===== src/rtl/icsq_pkg.sv =====
package icsq_pkg;

    // ************************************************************
    // Register offsets on the plain register port
    // ************************************************************
    localparam logic [3:0] ICSQ_OFF_CTRL = 4'h0; // Sequence enables, ack data
    localparam logic [3:0] ICSQ_OFF_STAT = 4'h1; // Status flags
    localparam logic [3:0] ICSQ_OFF_BAUD = 4'h2; // Baud reload value
    localparam logic [3:0] ICSQ_OFF_DATA = 4'h3; // Serial data buffer
    localparam logic [3:0] ICSQ_OFF_MODE = 4'h4; // Module enable

    // ************************************************************
    // Control register fields
    // ************************************************************
    localparam int ICSQ_CTL_START = 0; // Start sequence enable
    localparam int ICSQ_CTL_RESTART = 1; // Repeated start enable
    localparam int ICSQ_CTL_STOP = 2; // Stop sequence enable
    localparam int ICSQ_CTL_ACK = 3; // Ack sequence enable
    localparam int ICSQ_CTL_ACK_DATA_VALUE = 4; // Ack data value

    // ************************************************************
    // Status register fields, written ones clear the sticky flags
    // ************************************************************
    localparam int ICSQ_ST_WRITE_COLLISION_FLAG = 0; // Write collision
    localparam int ICSQ_ST_BCOL = 1; // Bus collision
    localparam int ICSQ_ST_IRQ = 2; // Port interrupt flag
    localparam int ICSQ_ST_STOPD = 3; // Stop detected
    localparam int ICSQ_ST_STARTD = 4; // Start detected
    localparam int ICSQ_ST_BFULL = 5; // Buffer full

    // ************************************************************
    // Reset values and clock divider
    // ************************************************************
    localparam logic [7:0] ICSQ_BAUD_RST = 8'h27; // Default reload
    localparam logic [7:0] ICSQ_ZERO8 = 8'h00;
    localparam int ICSQ_BAUD_MULT = 2; // Clocks per reload count
    localparam int ICSQ_MIN_BAUD = 3; // Smallest legal reload

    // ************************************************************
    // Sequencer states
    // ************************************************************
    typedef enum logic [3:0] {
        ICSQ_IDLE = 4'b0000,
        ICSQ_ST_CHK = 4'b0001, // Start: wait first count, SDA high
        ICSQ_ST_HOLD = 4'b0010, // Start: SDA low, second count
        ICSQ_RS_SDA = 4'b0011, // Restart: release SDA, count
        ICSQ_RS_SCL = 4'b0100, // Restart: release SCL, wait high
        ICSQ_RS_CHK = 4'b0101, // Restart: both high, count
        ICSQ_RS_HOLD = 4'b0110, // Restart: SDA low, count
        ICSQ_AK_LOW = 4'b0111, // Ack: SCL low one period
        ICSQ_AK_WAIT = 4'b1000, // Ack: wait SCL high
        ICSQ_AK_HIGH = 4'b1001, // Ack: SCL high one period
        ICSQ_SP_SDA = 4'b1010, // Stop: wait SDA sampled low
        ICSQ_SP_LOW = 4'b1011, // Stop: count with SCL low
        ICSQ_SP_SCL = 4'b1100, // Stop: SCL high one period
        ICSQ_SP_DET = 4'b1101, // Stop: wait stop detected
        ICSQ_SP_END = 4'b1110 // Stop: final period
    } icsq_state_e;

    // Line levels travelling together
    typedef struct packed {
        logic scl;
        logic sda;
    } icsq_lines_s;

endpackage


===== src/rtl/icsq_sequencer.sv =====
// Our own choices: the address-and-strobe port and the address map.
`timescale 1ns/10ps
module icsq_sequencer
    import icsq_pkg::*;
#(
    parameter int BAUD_W = 8 // Width of the reload value
) (
    input wire logic CLK_IN,
    input wire logic RST_IN,
    input wire logic [3:0] ADDR_IN, // Register index
    input wire logic [7:0] WDATA_IN, // Write data
    input wire logic WR_IN, // Write strobe
    input wire logic RD_IN, // Read strobe
    output logic [7:0] RDATA_OUT, // Read data, cycle after strobe
    input wire logic SDA_IN, // Pin level
    output logic SDA_OUT, // Always low; enable decides
    output logic SDA_OE_N_OUT, // Low while pulling SDA low
    input wire logic SCL_IN, // Pin level
    output logic SCL_OUT, // Always low; enable decides
    output logic SCL_OE_N_OUT, // Low while pulling SCL low
    input wire logic TX_BUSY_IN, // Byte shifter is transmitting
    input wire logic TX_ONE_IN, // Shifter releases SDA for a one
    input wire logic TX_DONE_IN, // Shifter finished a byte
    output logic TX_ABORT_OUT, // Pulse: halt the shifter
    output logic TX_LOAD_OUT, // Pulse: start byte, first bit
    output logic [7:0] TX_DATA_OUT // Byte for the shifter
);

    // ************************************************************
    // Pin synchronisers
    // ************************************************************
    icsq_lines_s meta; // First stage, read only by second
    icsq_lines_s line; // Synchronised levels
    icsq_lines_s line_d; // Previous level for edges

    // Two flops on each pin before anything looks at it
    always_ff @(posedge CLK_IN or posedge RST_IN) begin
        if (RST_IN) begin
            meta <= '1;
            line <= '1;
            line_d <= '1;
        end else begin
            meta <= '{scl: SCL_IN, sda: SDA_IN};
            line <= meta;
            line_d <= line;
        end
    end

    // ************************************************************
    // Register file state
    // ************************************************************
    logic enable; // Module enable
    logic [4:0] ctrl; // Sequence enables and ack data
    logic [BAUD_W-1:0] baud; // Reload value
    logic [7:0] data_buf; // Serial data buffer
    logic write_collision_flag, bcol, irq, stopd, startd, bfull; // Flags
    icsq_state_e state;
    icsq_state_e next_state;
    logic [BAUD_W:0] cnt; // Baud down counter, doubled
    logic [BAUD_W:0] next_cnt;
    logic sda_low, scl_low; // Drive-low requests
    logic next_sda_low, next_scl_low;
    logic seq_done, seq_bcol; // Sequencer events this cycle

    // ************************************************************
    // Decode
    // ************************************************************
    wire wr_ctrl = WR_IN && (ADDR_IN == ICSQ_OFF_CTRL);
    wire wr_stat = WR_IN && (ADDR_IN == ICSQ_OFF_STAT);
    wire wr_baud = WR_IN && (ADDR_IN == ICSQ_OFF_BAUD);
    wire wr_data = WR_IN && (ADDR_IN == ICSQ_OFF_DATA);
    wire wr_mode = WR_IN && (ADDR_IN == ICSQ_OFF_MODE);
    wire rd_data = RD_IN && (ADDR_IN == ICSQ_OFF_DATA);
    // Ack and stop sequences block the buffer, so do transfers
    wire seq_busy = (state >= ICSQ_AK_LOW) && (state <= ICSQ_SP_END);
    wire wr_refused = wr_data && (seq_busy || TX_BUSY_IN);
    wire wr_take = wr_data && !wr_refused && enable;
    wire disable_now = wr_mode && !WDATA_IN[0];
    // Bus conditions seen from the lines
    wire sda_rise = line.sda && !line_d.sda;
    wire sda_fall = !line.sda && line_d.sda;
    wire bus_stop = sda_rise && line.scl;
    wire bus_start = sda_fall && line.scl;
    // Released one read as zero while transmitting
    // Abort already raised: the shifter halts before it is re-flagged
    wire tx_coll = TX_BUSY_IN && TX_ONE_IN && line.scl &&
        !line.sda && line_d.scl && !TX_ABORT_OUT;
    wire bcol_any = seq_bcol || tx_coll;
    // Counter reload: two system clocks per reload count
    wire [BAUD_W:0] reload = {baud, 1'b0} + (BAUD_W+1)'(1);
    wire cnt_zero = (cnt == '0);

    // ************************************************************
    // Sequencer next state
    // ************************************************************
    always_comb begin
        next_state = state;
        next_cnt = cnt_zero ? cnt : cnt - (BAUD_W+1)'(1);
        next_sda_low = sda_low;
        next_scl_low = scl_low;
        seq_done = 1'b0;
        seq_bcol = 1'b0;
        case (state)
            ICSQ_IDLE: begin
                // Idle: the start flag wins over others if several set
                if (ctrl[ICSQ_CTL_START]) begin
                    if (!line.sda || !line.scl) begin
                        seq_bcol = 1'b1;
                    end else begin
                        next_cnt = reload;
                        next_state = ICSQ_ST_CHK;
                    end
                end else if (ctrl[ICSQ_CTL_RESTART]) begin
                    next_sda_low = 1'b0;
                    next_cnt = reload;
                    next_state = ICSQ_RS_SDA;
                end else if (ctrl[ICSQ_CTL_ACK]) begin
                    next_scl_low = 1'b1;
                    next_sda_low = !ctrl[ICSQ_CTL_ACK_DATA_VALUE];
                    next_cnt = reload;
                    next_state = ICSQ_AK_LOW;
                end else if (ctrl[ICSQ_CTL_STOP]) begin
                    next_sda_low = 1'b1;
                    next_state = ICSQ_SP_SDA;
                end
            end
            ICSQ_ST_CHK: begin
                if (!line.sda) begin
                    next_sda_low = 1'b1;
                    next_cnt = reload;
                    next_state = ICSQ_ST_HOLD;
                end else if (!line.scl) begin
                    seq_bcol = 1'b1;
                end else if (cnt_zero) begin
                    next_sda_low = 1'b1;
                    next_cnt = reload;
                    next_state = ICSQ_ST_HOLD;
                end
            end
            ICSQ_ST_HOLD: begin
                // SCL low here is ignored
                if (cnt_zero) begin
                    next_scl_low = 1'b1;
                    seq_done = 1'b1;
                end
            end
            ICSQ_RS_SDA: begin
                if (cnt_zero) begin
                    next_scl_low = 1'b0;
                    next_state = ICSQ_RS_SCL;
                end
            end
            ICSQ_RS_SCL: begin
                if (line.scl) begin
                    if (!line.sda) begin
                        seq_bcol = 1'b1;
                    end else begin
                        next_cnt = reload;
                        next_state = ICSQ_RS_CHK;
                    end
                end
            end
            ICSQ_RS_CHK: begin
                if (!line.scl && line.sda) begin
                    seq_bcol = 1'b1;
                end else if (cnt_zero) begin
                    // SDA pulled early by another master is no collision
                    next_sda_low = 1'b1;
                    next_cnt = reload;
                    next_state = ICSQ_RS_HOLD;
                end
            end
            ICSQ_RS_HOLD: begin
                if (cnt_zero) begin
                    next_scl_low = 1'b1;
                    seq_done = 1'b1;
                end
            end
            ICSQ_AK_LOW: begin
                if (cnt_zero) begin
                    next_scl_low = 1'b0;
                    next_state = ICSQ_AK_WAIT;
                end
            end
            ICSQ_AK_WAIT: begin
                if (line.scl) begin
                    next_cnt = reload;
                    next_state = ICSQ_AK_HIGH;
                end
            end
            ICSQ_AK_HIGH: begin
                if (!next_sda_low && !line.sda && line.scl) begin
                    seq_bcol = 1'b1;
                end else if (cnt_zero) begin
                    next_scl_low = 1'b1;
                    seq_done = 1'b1;
                end
            end
            ICSQ_SP_SDA: begin
                if (!line.sda) begin
                    next_cnt = reload;
                    next_state = ICSQ_SP_LOW;
                end
            end
            ICSQ_SP_LOW: begin
                if (cnt_zero) begin
                    next_scl_low = 1'b0;
                    next_cnt = reload;
                    next_state = ICSQ_SP_SCL;
                end
            end
            ICSQ_SP_SCL: begin
                if (cnt_zero) begin
                    next_sda_low = 1'b0;
                    next_state = ICSQ_SP_DET;
                end
            end
            ICSQ_SP_DET: begin
                if (line.sda && line.scl) begin
                    next_cnt = reload;
                    next_state = ICSQ_SP_END;
                end
            end
            ICSQ_SP_END: begin
                if (cnt_zero) begin
                    seq_done = 1'b1;
                end
            end
            default: begin
                next_state = ICSQ_IDLE;
            end
        endcase
        // Completion or collision stops the counter and idles
        if (seq_done || seq_bcol) begin
            next_state = ICSQ_IDLE;
            next_cnt = '0;
        end
        // Collision lets both lines go
        if (bcol_any) begin
            next_sda_low = 1'b0;
            next_scl_low = 1'b0;
            next_state = ICSQ_IDLE;
            next_cnt = '0;
        end
    end

    // ************************************************************
    // Sequencer registers
    // ************************************************************
    always_ff @(posedge CLK_IN or posedge RST_IN) begin
        if (RST_IN) begin
            state <= ICSQ_IDLE;
            cnt <= '0;
            sda_low <= 1'b0;
            scl_low <= 1'b0;
        end else if (!enable) begin
            state <= ICSQ_IDLE;
            cnt <= '0;
            sda_low <= 1'b0;
            scl_low <= 1'b0;
        end else begin
            state <= next_state;
            cnt <= next_cnt;
            sda_low <= next_sda_low;
            scl_low <= next_scl_low;
        end
    end

    // ************************************************************
    // Control bits: hardware clears all four enables when a sequence finishes or a collision aborts
    // ************************************************************
    wire seq_end = seq_done || bcol_any;
    wire [4:0] next_ctrl = !enable ? 5'h00 :
        (wr_ctrl ? WDATA_IN[4:0] : ctrl) &
        (seq_end ? 5'h10 : 5'h1F);

    always_ff @(posedge CLK_IN or posedge RST_IN) begin
        if (RST_IN) begin
            ctrl <= 5'h00;
            enable <= 1'b0;
            baud <= ICSQ_BAUD_RST;
            data_buf <= ICSQ_ZERO8;
        end else begin
            ctrl <= next_ctrl;
            enable <= wr_mode ? WDATA_IN[0] : enable;
            baud <= wr_baud ? WDATA_IN[BAUD_W-1:0] : baud;
            data_buf <= wr_take ? WDATA_IN : data_buf;
        end
    end

    // ************************************************************
    // Sticky flags: a set in the clear cycle wins
    // ************************************************************
    wire [5:0] clr = wr_stat ? WDATA_IN[5:0] : 6'h00;
    wire irq_set = seq_done || (bus_stop && (bcol || bcol_any)) ||
        TX_DONE_IN;

    always_ff @(posedge CLK_IN or posedge RST_IN) begin
        if (RST_IN) begin
            write_collision_flag <= 1'b0;
            bcol <= 1'b0;
            irq <= 1'b0;
            stopd <= 1'b0;
            startd <= 1'b0;
            bfull <= 1'b0;
        end else begin
            write_collision_flag <= wr_refused || (write_collision_flag && !clr[ICSQ_ST_WRITE_COLLISION_FLAG]);
            bcol <= bcol_any || (bcol && !clr[ICSQ_ST_BCOL]);
            irq <= irq_set || (irq && !clr[ICSQ_ST_IRQ]);
            // Bus-state flags follow the last condition seen
            stopd <= enable && !disable_now &&
                (bus_stop || (stopd && !bus_start));
            startd <= enable && !disable_now &&
                (bus_start || (startd && !bus_stop));
            // Transmit collision, finished byte or data read empties the buffer
            bfull <= wr_take || (bfull && !tx_coll && !TX_DONE_IN &&
                !rd_data);
        end
    end

    // ************************************************************
    // Outputs, all from flops
    // ************************************************************
    wire [7:0] stat_word = {2'b00, bfull, startd, stopd, irq, bcol, write_collision_flag};
    wire [7:0] rd_mux =
        (ADDR_IN == ICSQ_OFF_CTRL) ? {3'b000, ctrl} :
        (ADDR_IN == ICSQ_OFF_STAT) ? stat_word :
        (ADDR_IN == ICSQ_OFF_BAUD) ? 8'(baud) :
        (ADDR_IN == ICSQ_OFF_DATA) ? data_buf :
        (ADDR_IN == ICSQ_OFF_MODE) ? {7'h00, enable} : 8'h00;

    always_ff @(posedge CLK_IN or posedge RST_IN) begin
        if (RST_IN) begin
            RDATA_OUT <= 8'h00;
            SDA_OUT <= 1'b0;
            SCL_OUT <= 1'b0;
            SDA_OE_N_OUT <= 1'b1;
            SCL_OE_N_OUT <= 1'b1;
            TX_ABORT_OUT <= 1'b0;
            TX_LOAD_OUT <= 1'b0;
            TX_DATA_OUT <= 8'h00;
        end else begin
            RDATA_OUT <= RD_IN ? rd_mux : 8'h00;
            SDA_OUT <= 1'b0;
            SCL_OUT <= 1'b0;
            // Open drain: only ever pull low, else release
            SDA_OE_N_OUT <= !(enable && next_sda_low && !bcol_any);
            SCL_OE_N_OUT <= !(enable && next_scl_low && !bcol_any);
            TX_ABORT_OUT <= tx_coll;
            TX_LOAD_OUT <= wr_take;
            TX_DATA_OUT <= wr_take ? WDATA_IN : TX_DATA_OUT;
        end
    end

endmodule // icsq_sequencer


===== config.mk =====
export PLATFORM = sky130hd
export DESIGN_NAME = icsq_sequencer
export DESIGN_NICKNAME = d
export VERILOG_FILES = /design/src/rtl/icsq_pkg.sv /design/src/rtl/icsq_sequencer.sv
export SDC_FILE = /design/constraint.sdc
export NUM_CORES = 1
export LEC_CHECK = 0
export ABC_AREA = 0
export BUFFER_PORTS_ARGS = -buffer_cell sky130_fd_sc_hd__buf_2
export CORE_ASPECT_RATIO = 1.2
export CORE_MARGIN = 2
export CORE_UTILIZATION = 25
export CTS_BUF_LIST = sky130_fd_sc_hd__clkbuf_8 sky130_fd_sc_hd__clkbuf_16
export DETAILED_ROUTE_END_ITERATION = 8
export GPL_TIMING_DRIVEN = 0
export SYNTH_ARGS = -nofsm -noshare
export SYNTH_HDL_FRONTEND = slang
export SYNTH_SLANG_ARGS = --single-unit

===== constraint.sdc =====
create_clock -name CLK_IN -period 3.53 [get_ports CLK_IN]
set_clock_uncertainty 0.15 [all_clocks]
set_input_delay 0.706 -clock CLK_IN [delete_from_list [all_inputs] [get_ports CLK_IN]]
set_output_delay 0.706 -clock CLK_IN [all_outputs]
set_load 0.02 [all_outputs]

### Word-level counts from Yosys, hierarchy flattened

Cells that the tools add are included.

* reduce and logical (&&, ||, !) cells: 82
* bitwise logic cells: 1
* magnitude comparators: 2
* muxes and demuxes: 84
* $add $sub $neg: 2
* equality and inequality tests: 34

Operator list (count)
* 9-bit two-way mux: 17
* 4-bit two-way mux: 23
* 9-bit case mux with 8 select lines: 1
* 5-bit inequality test (second input constant): 11
* 4-bit case mux with 12 select lines: 1
* 1-bit logical AND: 40
* 8-bit two-way mux: 5
* 1-bit two-way mux: 30
* 4-bit == test (second input constant): 7
* 4-bit by 3-bit == test with 1-bit output (second input constant): 5
* 1-bit zero test: 20
* 6-bit inequality test (second input constant): 3
* 4-bit by 2-bit == test with 1-bit output (second input constant): 4
* 16-bit AND reduction: 1
* 1-bit logical OR: 14
* 5-bit two-way mux: 2
* 9-bit by 1-bit adder with 9-bit output (second input constant): 1
* 9-bit zero test: 1
* 9-bit by 1-bit subtractor with 9-bit output (second input constant): 1
* 4-bit by 1-bit == test with 1-bit output (second input constant): 2
* 4-bit zero test: 2
* 8-bit inequality test (second input constant): 1
* 1-bit case mux with 4 select lines: 2
* 3-bit OR reduction: 2
* 9 further kinds: 9

* output and inout bits: 22
* input bits: 21
* bits in registers: 61

### Logic depth before layout (Yosys ltp)

* word-level depth: 11
* depth in mapped cells: 12
* mapped depth without buffers: 11

### Least setup slack after synthesis

No wires, ideal clock.

* kind: flip-flop to flip-flop
* start point: reg cnt[1]
* end point: reg cnt[0]
* data required time: 3.250 ns
* stages on the path, launching flop included: 12
* clock period less this slack: 2.593 ns
* path slack: 0.937 ns
* data arrival time: 2.312 ns
* library setup time: 0.130 ns
* cell sequence: dfrtp_1 -> inv_1 -> ha_1 -> or3b_4 -> nor3_4 -> inv_2 -> buf_6 -> ha_1 -> o21ai_0 -> nand2_1 -> a222oi_1 -> a21oi_1

* cells in the longest elaborated chain, start to end: 9
* elaborated cells between the ends (all ways): 23

RTL lines
* start, declared: RTL line icsq_sequencer.sv:59 `logic [BAUD_W:0] cnt;`
* start signal, assigned: RTL line icsq_sequencer.sv:263 `cnt <= next_cnt;`
* 9-bit zero test (*): RTL line icsq_sequencer.sv:91 `wire cnt_zero = (cnt == '0);`
* 9-bit two-way mux: RTL line icsq_sequencer.sv:98 `next_cnt = cnt_zero ? cnt : cnt - (BAUD_W+1)'(1);`
* 9-bit two-way mux (on tied branches)
* 9-bit two-way mux (on tied branches): RTL line icsq_sequencer.sv:132, icsq_sequencer.sv:113
* 9-bit two-way mux (on tied branches): RTL line icsq_sequencer.sv:128, icsq_sequencer.sv:106
* 9-bit case mux with 8 select lines: RTL line icsq_sequencer.sv:103 `case (state)`
* 9-bit two-way mux (*): RTL line icsq_sequencer.sv:234 `if (seq_done || seq_bcol) begin`
* 9-bit two-way mux (*): RTL line icsq_sequencer.sv:239 `if (bcol_any) begin`
* 9-bit two-way mux (*): RTL line icsq_sequencer.sv:256 `end else if (!enable) begin`

Every way passes the cells marked *; elsewhere a longest branch is shown, timed or not.
A chain may end at the register's enable or synchronous reset.

### Worst setup path after layout

* start point: reg state[3]
* end point: reg state[2]

* cells in the longest elaborated chain, start to end: 7
* elaborated cells between the ends (all ways): 42

RTL lines
* start, declared: RTL line icsq_sequencer.sv:57 `icsq_state_e state;`
* start signal, assigned: RTL line icsq_sequencer.sv:262 `state <= next_state;`
* parallel branches: the longest is 7 deep, another holds 16-bit AND reduction

Parallel ways; which one is timed is not known.

==> results.rst <==
.. list-table::
   :header-rows: 1

   * - Metric
     - Value
   * - Outcome
     - finished, final reports clean
   * - Mean instance size in the synthesized netlist
     - 8.967 sq um
   * - Sum of net half-perimeters after detailed placement
     - 10.60 mm
   * - Wirelength, routed
     - 14.08 mm
   * - Hold Violations, Final
     - 0
   * - Busiest grt layer
     - met2
   * - H-tree level count
     - 3
   * - Yosys top cell area share
     - 28.91%
   * - Area Overhead vs Synth
     - 19.23%
   * - Initial Utilization
     - 25.37%
   * - Tcrit/Tclk final
     - 83.18%
   * - Synth area leaders
     - dfrtp_1 (29%), dfstp_2 (7.4%), mux2_2 (5.3%), o21ai_0 (4.4%), a21oi_1 (3.9%)
   * - DRT antenna net count
     - 0
   * - Headroom to the max-slew limit
     - 39.19%
   * - Dominant synthesized flop cell
     - dfrtp_1
   * - Number of nets in the layout
     - 548
   * - TritonCTS clock tree
     - yes
   * - CP required
     - 3.59 ns
   * - Synth warnings
     - 0
   * - Standard-cell rows
     - 52
   * - Total I/O pin count
     - 43
   * - Gr usage total
     - 16.15%
   * - Met1 track demand over resource in global routing
     - 20.24%
   * - Proportion of synthesized chip area in sequential cells
     - 36.34%
   * - Worst vdd rail ir drop
     - 0.0003015 V
   * - TritonCTS buffer count
     - 9
   * - Area inside the core boundary
     - 0.01672 sq mm
   * - Synth cell types
     - 84
   * - Total power density per cell area
     - 634.6 mW/mm^2
   * - Number of storage elements in the synthesis netlist
     - 61
   * - Via count of the first global-routing pass
     - 3948
   * - Ant. Diodes
     - 0
   * - Remaining global-route overflow
     - 0
   * - Type of origin of the critical path
     - register
   * - Die extent in x
     - 122.9 um
   * - Number of design-rule violations left by the first detailed-router iteration
     - 406
   * - CP arrival
     - 2.99 ns
   * - Pre-Repair DR Iteration Count
     - 5
   * - Synth Cell Area
     - 0.004242 sq mm
   * - Clock transition at the register clock pins on the worst setup and hold paths after CTS
     - 0.05 ns
   * - Maximum clock frequency
     - 0.3406 GHz
   * - Unrepaired setup endpoints after global routing
     - false
   * - CTS Root Cell
     - clkbuf_16
   * - Number of antenna violations at the first check in global routing
     - 0
   * - Die footprint
     - 0.01803 sq mm
   * - Post-CTS Setup Inserts
     - 0
   * - Max Slew Vio Count
     - 0
   * - Share of layout cells above drive strength 1
     - 25.66%
   * - M2 GR Usage
     - 26.38%
   * - Maximum clock insertion buffer count
     - 2
   * - Final routed wire length divided by cell count
     - 18.87 um
   * - Cell Count Post-Placement
     - 730
   * - Cts repair resizes
     - 0
   * - Clock Sinks
     - 61
   * - Leak
     - 2.150 nW
   * - Placer Congestion
     - 0.9359
   * - Overall via count from detail_route
     - 4122
   * - Top cell type by total area after synthesis
     - dfrtp_1
   * - Setup TNS
     - 0 ns
   * - Hold buffers post-CTS
     - 0
   * - Worst-margin pin slew
     - 0.8995 ns
   * - Die Y-Extent
     - 146.7 um
   * - Vias per std cell
     - 5.525
   * - Port buffer count
     - 39
   * - Async set or reset register ratio after synthesis
     - 100.0%
   * - Number of enable flip-flop cells after synthesis
     - 0
   * - Hold/Removal Path Class
     - register to register
   * - Met3 demand-to-capacity share in global routing
     - 2.734%
   * - Min cycle time layout
     - 2.936 ns
   * - Wire length of the first global-routing pass
     - 22.45 mm
   * - Path type of the worst setup path
     - register to register
   * - Post-Layout Cell Count
     - 746
   * - Largest net degree at the start of global routing
     - 34
   * - Gate Count Post-Synth
     - 473
   * - Total setup violations reported at the end of the flow
     - 0
   * - Insertion delay of the later-clocked pin in the worst-skew pair
     - 0.33 ns
   * - Worst-path maximum fanout
     - 10
   * - Drc violations
     - 0
   * - Number of max-cap violations
     - 0
   * - Worst setup EP type
     - register
==> Yosys cell counts, types with 7 or more instances <==
cell type and n:
a21oi_1 33, and3_1 8, buf_2 11, clkbuf_1 9, dfrtp_1 49, dfstp_2 12, inv_1 13, mux2_2 20
mux2i_1 9, nand2_1 30, nand2b_1 14, nand3_1 12, nand4_1 9, nor2_1 44, nor3_1 11, o21ai_0 37
o22ai_1 7
==> power by group <==
group	leakage (nW)	total, mW	internal [mW]	switching, mW
combinational	1.21	1.36	0.534	0.825
clock	0.156	0.956	0.635	0.321
sequential	0.785	0.894	0.800	0.0940
total	2.15	3.21	1.97	1.24
==> kinds of logic (layout without fill, tap and decap cells) <==
kind of cell / after synthesis / after routing / synth area share [%]
AOI/OAI and AO/OA: 147 / 147 / 24.34
muxes: 33 / 33 / 9.558
and+or+nand+nor: 172 / 172 / 21.89
DFF: 61 / 61 / 36.34
buffers and inverters: 52 / 108 / 6.165
other: 1 / 2 / 0.08841
xor gates and xnor gates: 5 / 5 / 1.033
adders and majority gates: 2 / 2 / 0.5899
==> critical path, cell delays in order (launching register included) <==
cell and delay [ns]:
dfrtp_1 0.46, buf_2 0.22, buf_2 0.19, nor4_1 0.61, o21ai_0 0.41, o2111ai_4 0.28, a211oi_1 0.10, a2111oi_2 0.39
==> per-layer routing <==
layer / wire length [um] / vias up
li1: - / 1870
met1: 5659 / 1995
met2: 6912 / 214
met3: 928 / 43
met4: 579 / 0
met5: 0 / -
==> sequential cells by signal, indices dropped and copies added (netlist names) <==
name,cells
cnt,9
RDATA_OUT,8
TX_DATA_OUT,8
baud,8
ctrl,5
state,4
line,2
line_d,2
meta,2
SCL_OE_N_OUT,1
SDA_OE_N_OUT,1
TX_ABORT_OUT,1
TX_LOAD_OUT,1
bcol,1
bfull,1
enable,1
irq,1
scl_low,1
sda_low,1
startd,1
stopd,1
write_collision_flag,1
==> placed cells by master (no fill, tap or decap), types with 5 or more instances in the layout <==
master and count:
a21oi_1 33, a31oi_1 6, and3_1 8, buf_1 6, buf_2 50, buf_4 6, clkbuf_1 9, clkbuf_16 9
dfrtp_1 49, dfstp_2 12, inv_1 13, mux2_2 20, mux2i_1 9, nand2_1 30, nand2b_1 14, nand3_1 12
nand4_1 9, nor2_1 44, nor3_1 11, nor3b_1 5, o211ai_1 6, o21ai_0 37, o22ai_1 7
==> layout make-up <==
type | instances | area, sq um
inverter | 16 | 60.06
clock buffer | 10 | 239.0
clock inverter | 6 | 87.58
fill | 1777 | 11660
buffer | 36 | 201.4
tap | 216 | 270.3
sequential | 61 | 1541
multi-input combinational | 361 | 2442
timing repair buffer | 40 | 215.2
==> path summary, 6_finish.rpt <==
kind | from | end | slack [ns] | cells past startpoint
max | state[3] | state[2] | 0.59 | 7
min | meta[0] | line[0] | 0.20 | 0
max reg2reg | state[3] | state[2] | 0.59 | 7
min reg2reg | meta[0] | line[0] | 0.20 | 0
max in group asynchronous | RST_IN | baud[5] | 2.26 | 3
min in group asynchronous | RST_IN | RDATA_OUT[0] | 0.30 | 2
==> through the flow <==
step / setup WS, ns / hold slack, ns / total power, mW / instance area [sq um] / utilization (%)
2_1_floorplan: 0.9374 / 0.1952 / 1.880 / 4245 / -
5_1_grt: 0.4859 / 0.2115 / 3.376 / 5057 / 30.25
4_1_cts: 0.6721 / 0.2019 / 3.201 / 5057 / 30.25
6_report: 0.5936 / 0.2006 / 3.209 / 5057 / 30.25
3_5_place_dp: 0.6812 / 0.1968 / 2.231 / 4731 / 28.29
3_3_place_gp: 0.3806 / 0.1971 / 2.225 / 4711 / 28.17
(Power assumes the default switching activity.)
